$ cat config.mk
export PLATFORM = sky130hd
export DESIGN_NAME = ospd_stage_top
export DESIGN_NICKNAME = d
export VERILOG_FILES = /design/src/core/ospd_pkg.sv /design/src/core/ospd_path.sv /design/src/core/ospd_pin.sv /design/src/core/ospd_stage_top.sv
export SDC_FILE = /design/constraint.sdc
export NUM_CORES = 2
export LEC_CHECK = 0
export BUFFER_PORTS_ARGS = -buffer_cell sky130_fd_sc_hd__buf_2
export CORE_ASPECT_RATIO = 1.75
export CORE_MARGIN = 1
export CORE_UTILIZATION = 50
export CTS_BUF_LIST = sky130_fd_sc_hd__clkbuf_4 sky130_fd_sc_hd__clkbuf_8
export DETAILED_ROUTE_END_ITERATION = 10
export GPL_ROUTABILITY_DRIVEN = 0
export HOLD_SLACK_MARGIN = 0.05
export MAX_ROUTING_LAYER = met4
export PLACE_DENSITY = 0.68
export SYNTH_ARGS = -nofsm -noshare
export SYNTH_HDL_FRONTEND = slang
export SYNTH_SLANG_ARGS = --single-unit
$ cat constraint.sdc
create_clock -name clk_sys -period 12.5 [get_ports clk_sys]
set_input_delay 3.125 -clock clk_sys [delete_from_list [all_inputs] [get_ports clk_sys]]
set_output_delay 3.125 -clock clk_sys [all_outputs]
set_load 0.03 [all_outputs]
$ cat src/core/ospd_pkg.sv
// constants shared by the output stage, its paths and its pin drivers
// assumes one system clock; each source clock cycle arrives as a one-cycle tick
package ospd_pkg;
  // ---------------------------------------------------------------
  // widths
  // ---------------------------------------------------------------
  localparam int DIV_W = 32;              // divide ratio and high width
  localparam int ADJ_W = 34;              // signed coarse step, +/- 2^33
  localparam int LEN_W = 35;              // phase length after adjustment
  localparam int SUM_W = 36;              // signed working width
  // ---------------------------------------------------------------
  // fixed figures
  // ---------------------------------------------------------------
  localparam logic [LEN_W-1:0] MIN_PHASE = 35'h000000002;  // floor of each half that a coarse step adjusts
  localparam logic [LEN_W-1:0] ONE_LEN = 35'h000000001;
  localparam logic [LEN_W-1:0] ZERO_LEN = 35'h000000000;
  localparam logic [DIV_W-1:0] ZERO_DIV = 32'h00000000;
  localparam logic [ADJ_W-1:0] ZERO_ADJ = 34'h000000000;
  // ---------------------------------------------------------------
  // stage and source numbering
  // ---------------------------------------------------------------
  localparam int NUM_STAGES = 4;          // stages 4..7
  localparam int NUM_SOURCES = 4;         // fractional dividers 4..7
  localparam int SRC_FD4 = 0;
  localparam int SRC_FD5 = 1;
  localparam int SRC_FD6 = 2;
  localparam int SRC_FD7 = 3;
  localparam int STG_4 = 0;
  localparam int STG_5 = 1;
  localparam int STG_6 = 2;
  localparam int STG_7 = 3;
endpackage

$ cat src/core/ospd_path.sv
// one divider, duty and coarse phase path of an output stage
// assumes src_tick is high for one clk_sys cycle per source clock period
`timescale 1ns/1ps
module ospd_path import ospd_pkg::*; (
  // clock and reset
  input wire logic clk_sys,
  input wire logic rst_n,
  input wire logic clk_en,
  // source
  input wire logic src_tick,
  // configuration
  input wire logic [DIV_W-1:0] div_ratio,
  input wire logic [DIV_W-1:0] high_width,
  // coarse phase request
  input wire logic [ADJ_W-1:0] coarse_phase_step,
  input wire logic step_req,
  // results
  output logic clk_out,
  output logic period_start,
  output logic step_pending
);
  // ---------------------------------------------------------------
  // state
  // ---------------------------------------------------------------
  logic [LEN_W-1:0] cnt_reg;
  logic [LEN_W-1:0] low_len_reg;
  logic [ADJ_W-1:0] step_reg;
  logic [LEN_W-1:0] high_next;
  logic [LEN_W-1:0] low_next;
  logic [LEN_W-1:0] base_hi;
  logic [LEN_W-1:0] base_lo;
  logic [SUM_W-1:0] adj_hi;
  logic [SUM_W-1:0] adj_lo;
  logic [SUM_W-1:0] sum_hi;
  logic [SUM_W-1:0] sum_lo;
  logic [SUM_W-1:0] adj_ext;
  logic phase_end;

  assign phase_end = clk_en && src_tick && (cnt_reg <= ONE_LEN);
  // period ends after the low half, or after the high half when there is no low half
  assign period_start = phase_end && (!clk_out || (low_len_reg == ZERO_LEN));

  // ---------------------------------------------------------------
  // lengths of the next period
  // ---------------------------------------------------------------
  always_comb begin
    adj_ext = {{(SUM_W-ADJ_W){step_reg[ADJ_W-1]}}, step_reg};
    if (high_width == ZERO_DIV) begin
      // odd ratios put the spare cycle in the high half
      base_hi = {3'h0, div_ratio - (div_ratio >> 1)};
      base_lo = {3'h0, div_ratio >> 1};
      adj_hi = $signed(adj_ext) >>> 1;
    end else begin
      base_hi = {3'h0, high_width};
      // a width at or above the ratio leaves no low half unless a coarse step is pending
      base_lo = (high_width < div_ratio) ? {3'h0, div_ratio - high_width} : ZERO_LEN;
      adj_hi = {SUM_W{1'b0}};
    end
    adj_lo = adj_ext - adj_hi;
    sum_hi = {1'b0, base_hi} + adj_hi;
    sum_lo = {1'b0, base_lo} + adj_lo;
    high_next = base_hi;
    low_next = base_lo;
    if (step_pending) begin
      // shortening stops at the floor; lengthening is never limited here
      high_next = ($signed(sum_hi) < $signed({1'b0, MIN_PHASE})) ? MIN_PHASE : sum_hi[LEN_W-1:0];
      low_next = ($signed(sum_lo) < $signed({1'b0, MIN_PHASE})) ? MIN_PHASE : sum_lo[LEN_W-1:0];
      if (high_width != ZERO_DIV) begin
        high_next = base_hi;
      end
    end
  end

  // ---------------------------------------------------------------
  // period counter and output level
  // ---------------------------------------------------------------
  // ratio, width and step are sampled only at a period boundary, so no runt appears
  always_ff @(posedge clk_sys or negedge rst_n) begin
    if (!rst_n) begin
      cnt_reg <= ONE_LEN;
      low_len_reg <= ZERO_LEN;
      clk_out <= 1'b0;
    end else if (clk_en && src_tick) begin
      if (cnt_reg > ONE_LEN) begin
        cnt_reg <= cnt_reg - ONE_LEN;
      end else if (!period_start) begin
        clk_out <= 1'b0;
        cnt_reg <= low_len_reg;
      end else begin
        clk_out <= 1'b1;
        cnt_reg <= high_next;
        low_len_reg <= low_next;
      end
    end
  end

  // ---------------------------------------------------------------
  // coarse step latch
  // ---------------------------------------------------------------
  // a new request in the boundary cycle wins over the clear and waits one more period
  always_ff @(posedge clk_sys or negedge rst_n) begin
    if (!rst_n) begin
      step_pending <= 1'b0;
      step_reg <= ZERO_ADJ;
    end else if (clk_en) begin
      if (step_req) begin
        step_pending <= 1'b1;
        step_reg <= coarse_phase_step;
      end else if (period_start) begin
        step_pending <= 1'b0;
      end
    end
  end

  // ---------------------------------------------------------------
  // checks
  // ---------------------------------------------------------------
  a_period_starts_high: assert property (@(posedge clk_sys) disable iff (!rst_n)
    period_start |=> clk_out)
    else $error("period did not start high");
  a_width_loaded: assert property (@(posedge clk_sys) disable iff (!rst_n)
    (period_start && !step_pending && high_width != ZERO_DIV) |=> (cnt_reg == {3'h0, $past(high_width)}))
    else $error("high width not loaded");
  a_even_duty: assert property (@(posedge clk_sys) disable iff (!rst_n)
    (period_start && !step_pending && high_width == ZERO_DIV && div_ratio > 32'h00000001)
    |=> (cnt_reg + low_len_reg == {3'h0, $past(div_ratio)}) && (cnt_reg >= low_len_reg))
    else $error("even duty halves wrong");
  a_floor_kept: assert property (@(posedge clk_sys) disable iff (!rst_n)
    (period_start && step_pending)
    |=> ((cnt_reg >= MIN_PHASE) || ($past(high_width) != ZERO_DIV)) && (low_len_reg >= MIN_PHASE))
    else $error("coarse step went below floor");
  a_step_once: assert property (@(posedge clk_sys) disable iff (!rst_n)
    (period_start && step_pending && !step_req) |=> !step_pending)
    else $error("coarse step not cleared");
  a_step_latched: assert property (@(posedge clk_sys) disable iff (!rst_n)
    (clk_en && step_req) |=> (step_pending && step_reg == $past(coarse_phase_step)))
    else $error("coarse step request lost");
  a_high_kept: assert property (@(posedge clk_sys) disable iff (!rst_n)
    (period_start && step_pending && high_width != ZERO_DIV) |=> (cnt_reg == {3'h0, $past(high_width)}))
    else $error("programmed high width altered by step");
  a_phase_flip: assert property (@(posedge clk_sys) disable iff (!rst_n)
    (clk_en && src_tick && cnt_reg > ONE_LEN) |=> $stable(clk_out))
    else $error("output toggled mid phase");
endmodule

$ cat src/core/ospd_pin.sv
// pin driver of one output buffer: differential or two single-ended copies
// assumes the stage clock arrives already registered in the same domain
`timescale 1ns/1ps
module ospd_pin import ospd_pkg::*; (
  // clock and reset
  input wire logic clk_sys,
  input wire logic rst_n,
  input wire logic clk_en,
  // configuration
  input wire logic diff_mode,
  input wire logic comp_invert,
  // stage clock
  input wire logic stage_clk,
  // pins
  output logic true_output_pin,
  output logic complement_output_pin
);
  // ---------------------------------------------------------------
  // pin copies
  // ---------------------------------------------------------------
  // both copies come from one flop stage so frequency and phase match
  always_ff @(posedge clk_sys or negedge rst_n) begin
    if (!rst_n) begin
      true_output_pin <= 1'b0;
      complement_output_pin <= 1'b0;
    end else if (clk_en) begin
      true_output_pin <= stage_clk;
      if (diff_mode) begin
        complement_output_pin <= ~stage_clk;
      end else begin
        complement_output_pin <= comp_invert ? ~stage_clk : stage_clk;
      end
    end
  end

  // ---------------------------------------------------------------
  // checks
  // ---------------------------------------------------------------
  a_diff_pair_opposite: assert property (@(posedge clk_sys) disable iff (!rst_n)
    (clk_en && diff_mode) |=> (complement_output_pin == ~true_output_pin))
    else $error("differential pair not complementary");
  a_se_copy_match: assert property (@(posedge clk_sys) disable iff (!rst_n)
    (clk_en && !diff_mode && !comp_invert) |=> (complement_output_pin == true_output_pin))
    else $error("single-ended copies differ");
endmodule

$ cat src/core/ospd_stage_top.sv
// four output stages (4..7) with source selection, paths and pin drivers
// assumes fractional divider clocks arrive as one-cycle ticks on clk_sys
`timescale 1ns/1ps
module ospd_stage_top import ospd_pkg::*; #(
  parameter int PATHS = 1
) (
  // clock, reset and enable
  input wire logic clk_sys,
  input wire logic rst_n,
  input wire logic clk_en,
  // fractional divider clocks 4..7 as ticks
  input wire logic [NUM_SOURCES-1:0] fractional_divider_clock,
  // stage_source_selectors
  input wire logic stage4_source_select,
  input wire logic stage7_source_select,
  // per path configuration, index stage*PATHS+path
  input wire logic [NUM_STAGES*PATHS-1:0][DIV_W-1:0] div_ratio,
  input wire logic [NUM_STAGES*PATHS-1:0][DIV_W-1:0] high_width,
  input wire logic [NUM_STAGES*PATHS-1:0][ADJ_W-1:0] coarse_phase_step,
  input wire logic [NUM_STAGES*PATHS-1:0] step_req,
  input wire logic [NUM_STAGES*PATHS-1:0] diff_mode,
  input wire logic [NUM_STAGES*PATHS-1:0] comp_invert,
  // pins
  output logic [NUM_STAGES*PATHS-1:0] true_output_pin,
  output logic [NUM_STAGES*PATHS-1:0] complement_output_pin,
  // status
  output logic [NUM_STAGES*PATHS-1:0] step_pending,
  output logic [NUM_STAGES-1:0] source_in_use
);
  // ---------------------------------------------------------------
  // source selection
  // ---------------------------------------------------------------
  logic [NUM_STAGES-1:0] stage_tick;
  logic [NUM_STAGES-1:0] stage_boundary;
  logic [NUM_STAGES*PATHS-1:0] path_clk;
  logic [NUM_STAGES*PATHS-1:0] path_start;
  logic sel4_reg;
  logic sel7_reg;

  // the selector follows its input only at the first path's boundary,
  // so a switch never cuts the first path's running half short
  always_ff @(posedge clk_sys or negedge rst_n) begin
    if (!rst_n) begin
      sel4_reg <= 1'b0;
      sel7_reg <= 1'b0;
    end else if (clk_en) begin
      if (stage_boundary[STG_4]) begin
        sel4_reg <= stage4_source_select;
      end
      if (stage_boundary[STG_7]) begin
        sel7_reg <= stage7_source_select;
      end
    end
  end

  // fixed and selectable routing of the divider clocks
  always_comb begin
    stage_tick[STG_4] = sel4_reg ? fractional_divider_clock[SRC_FD5] : fractional_divider_clock[SRC_FD4];
    stage_tick[STG_5] = fractional_divider_clock[SRC_FD5];
    stage_tick[STG_6] = fractional_divider_clock[SRC_FD6];
    stage_tick[STG_7] = sel7_reg ? fractional_divider_clock[SRC_FD7] : fractional_divider_clock[SRC_FD6];
  end

  assign source_in_use = {sel7_reg, 1'b0, 1'b0, sel4_reg};

  // ---------------------------------------------------------------
  // paths and pin drivers
  // ---------------------------------------------------------------
  // every path of a stage shares the stage tick; each has its own step, so
  // coarse phase stays per output
  for (genvar s = 0; s < NUM_STAGES; s++) begin : g_stage
    assign stage_boundary[s] = path_start[s*PATHS];
    for (genvar p = 0; p < PATHS; p++) begin : g_path
      ospd_path u_path (
        .clk_sys(clk_sys),
        .rst_n(rst_n),
        .clk_en(clk_en),
        .src_tick(stage_tick[s]),
        .div_ratio(div_ratio[s*PATHS+p]),
        .high_width(high_width[s*PATHS+p]),
        .coarse_phase_step(coarse_phase_step[s*PATHS+p]),
        .step_req(step_req[s*PATHS+p]),
        .clk_out(path_clk[s*PATHS+p]),
        .period_start(path_start[s*PATHS+p]),
        .step_pending(step_pending[s*PATHS+p])
      );
      ospd_pin u_pin (
        .clk_sys(clk_sys),
        .rst_n(rst_n),
        .clk_en(clk_en),
        .diff_mode(diff_mode[s*PATHS+p]),
        .comp_invert(comp_invert[s*PATHS+p]),
        .stage_clk(path_clk[s*PATHS+p]),
        .true_output_pin(true_output_pin[s*PATHS+p]),
        .complement_output_pin(complement_output_pin[s*PATHS+p])
      );
    end
  end

  // ---------------------------------------------------------------
  // checks
  // ---------------------------------------------------------------
  a_sel4_held: assert property (@(posedge clk_sys) disable iff (!rst_n)
    !stage_boundary[STG_4] |=> $stable(sel4_reg))
    else $error("stage 4 source changed mid period");
  a_sel7_held: assert property (@(posedge clk_sys) disable iff (!rst_n)
    !stage_boundary[STG_7] |=> $stable(sel7_reg))
    else $error("stage 7 source changed mid period");
endmodule

==> run metrics <==
status finished, final reports clean; Max Freq 0.0936 GHz; number of setup buffers added after CTS 0; Final setup viols 0; total power 7.96 mW; antenna-violating nets left 0; first-pass GRT wire length 379000 um; nets 9459; setup TNS 0 ns; yosys warns 0; Initial Utilization 50.5%; Most used DFF post-synth dfrtp_1; Sink Count 434; Post-synth EDFFs 0; Worst-Skew Late Latency 0.86 ns; largest cells by area after synthesis dfrtp_1 (18%), ha_1 (11%), a21oi_1 (5.7%); synthesized cell area 0.0605 mm^2; initial DRC count 7685; Fin. Hold Viols 0; Worst Hold Depth 1; CP Launch Point div_ratio[64]; WP buf/inv 4; worst min-delay path class flop to flop; PortBufs 426; Crit path largest cell delay 0.78 ns; antenna violations before repair 17; Synth Instances 8115; I/O pins 429; post-CTS sizing 0; RSZ-0062 raised after global routing false; Final period util 85.5%; Fin Hold WS 0.498 ns; Req. time, crit path 13.20 ns; synthesis-stage register bit count 434; WP depth 28; Synth top area share 17.8%; Arrival @ worst endpoint 11.39 ns; Setup CP Type primary input to flop; Max Fanout on Critical Path 22; syn avg cell area 7.46 um^2; Die X-Extent 265 um; Commonest cells post-synth nand2_1 (911), a21oi_1 (691), inv_1 (599); delay-heaviest family, CP compound AO/OA/AOI/OAI gates; CTS Buf Count 80; number of global-route vias before repair 65000; pwr dens 121 mW/mm^2; register area share after synthesis 18.0%; proportion of layout cells with a drive suffix above 1 11.3%; Core ar. 0.120 mm^2; Async S/R FF share, synth 100%; CTS tree yes; post-DR wirelength/cell 25.3 um; Slew @ Worst Pin 1.33 ns; Tot GR Track Use 41.4%; critical path startpoint category primary input; Worst-path clk slew 0.06 ns; worst r2r dst g_stage[0].g_path[0].u_path.low_len_reg[6]; final core utilization 55.1%; CTS root buf clkbuf_8; Site Rows 168; post-place instance area 0.0640 mm^2; Slowest cell on crit path nor4_1; Max-Cap Viols 0; drt total wl 253000 um; vias 67500; full die area 0.123 mm^2; final instance area 0.0660 mm^2; Initial DRT Pass Iterations 9; R2R depth 16; Clock Path Buffers 3; skew final 0.0720 ns; fin crit period 10.69 ns; vias per cell 6.76; Synth-to-Final Area Change 9.10%; die height 462 um; Yosys cell types 97; cell taking the most area after synthesis dfrtp_1; largest net degree at the start of global routing 134; total grt overflow 0; R2R Path Start g_stage[0].g_path[0].u_path.step_reg[2]; Fillers 11500; worst reg2reg setup slack 6.74 ns; count leader, synth nand2_1; DR DRC count 0; Final Slew Violations 0; Slew Limit Headroom 10.3%; CTS Hold Bufs 0; Critical Path End Type flop; leak pwr 30.6 nW; H-tree depth 3; Peak supply drop 123 uV; Critical path destination g_stage[2].g_path[0].u_path.low_len_reg[34]; HPWL after DPL 201000 um
==> layout make-up <==
type                       instances  area [um^2]  share of cell area, %
antenna                           21         52.6                 0.0796
clock buffer                     107         1420                   2.15
clock inverter                    37          518                  0.784
inverter                         600         2250                   3.41
multi-input combinational       6740        46100                   69.9
sequential                       434        10900                   16.5
tap                             1530         1910                   2.90
timing repair buffer             522         2870                   4.35
==> logic make-up after synthesis <==
group / after synthesis / synth area share, %
other cells: 1 / 0.00620
simple gates: 2735 / 21.7
compound gates: 2787 / 30.2
xor+xnor: 375 / 5.43
buf+inv: 942 / 5.95
flops: 434 / 18.0
mux: 173 / 3.18
fa+ha+maj: 668 / 15.5
==> routing by layer <==
layer | up-vias | GRT usage, % | share of wire (%)
met5 | - | - | 0
met4 | 0 | 30.3 | 8.7
li1 | 30500 | - | -
met2 | 4010 | 67.8 | 46
met1 | 31900 | 45.0 | 36
met3 | 1144 | 7.64 | 9.2
==> worst min-delay path by stage <==
| stage | slack [ns] | start | endpoint |
|---|---|---|---|
| final | 0.50 | g_stage[2].g_path[0].u_path.cnt_reg[23] | g_stage[2].g_path[0].u_path.cnt_reg[23] |
| after global routing | 0.51 | g_stage[1].g_path[0].u_path.step_reg[0] | g_stage[1].g_path[0].u_path.step_reg[0] |
| after CTS | 0.50 | g_stage[2].g_path[0].u_path.cnt_reg[23] | g_stage[2].g_path[0].u_path.cnt_reg[23] |
| after detailed placement | 0.48 | g_stage[3].g_path[0].u_path.cnt_reg[24] | g_stage[3].g_path[0].u_path.cnt_reg[24] |
| after global placement | 0.48 | g_stage[3].g_path[0].u_path.cnt_reg[24] | g_stage[3].g_path[0].u_path.cnt_reg[24] |
| after floorplan | 0.45 | g_stage[2].g_path[0].u_path.cnt_reg[29] | g_stage[2].g_path[0].u_path.cnt_reg[29] |
==> through the flow <==
stage                     worst slack, ns  std cells
after floorplan                      2.90       8116
after global placement               1.51       9825
after detailed placement             1.33       9825
after CTS                            2.18       9969
after global routing                 1.46       9987
final                                1.81       9991
==> power by group <==
group | switching (mW) | leakage (nW) | internal [mW]
combinational | 2.70 | 24.1 | 1.70
sequential | 0.231 | 5.53 | 1.56
clock | 0.779 | 0.991 | 0.992
total | 3.71 | 30.6 | 4.25
==> worst reg2reg max path, stage by stage (launching register included) <==
cell and delay [ns]:
dfrtp_1 0.45, nand2_1 0.21, fa_1 0.60, inv_1 0.07, fa_1 0.46, nor2b_1 0.20
o2111a_1 0.23, nor3_1 0.14, or3b_2 0.50, a2111oi_0 0.81, nand4_1 0.21, nor4_1 0.46
o2111ai_1 0.26, nor3b_1 0.49, nor2_1 0.08, buf_4 0.23, a31o_2 0.28
==> layout by cell type, fill, tap and decap left out, types with 71 or more instances in the layout <==
| cell | instances |
|---|---|
| a31oi_1 | 99 |
| nor4_1 | 128 |
| nor2_1 | 585 |
| buf_2 | 425 |
| nor3_1 | 209 |
| a21o_1 | 276 |
| a211oi_1 | 88 |
| buf_4 | 94 |
| xnor2_1 | 236 |
| xor2_1 | 139 |
| o31ai_1 | 72 |
| a21oi_1 | 691 |
| fa_1 | 140 |
| dfrtp_1 | 430 |
| nand3_1 | 227 |
| nand2_1 | 907 |
| o22ai_1 | 127 |
| o21ai_0 | 570 |
| nand4_1 | 96 |
| or3_1 | 99 |
| mux2_2 | 152 |
| nand2b_1 | 80 |
| o211ai_1 | 89 |
| inv_1 | 599 |
| ha_1 | 528 |
| o21bai_1 | 71 |
| clkbuf_8 | 99 |
| o21a_1 | 107 |
Note: power is estimated with default switching activity, not from simulation.
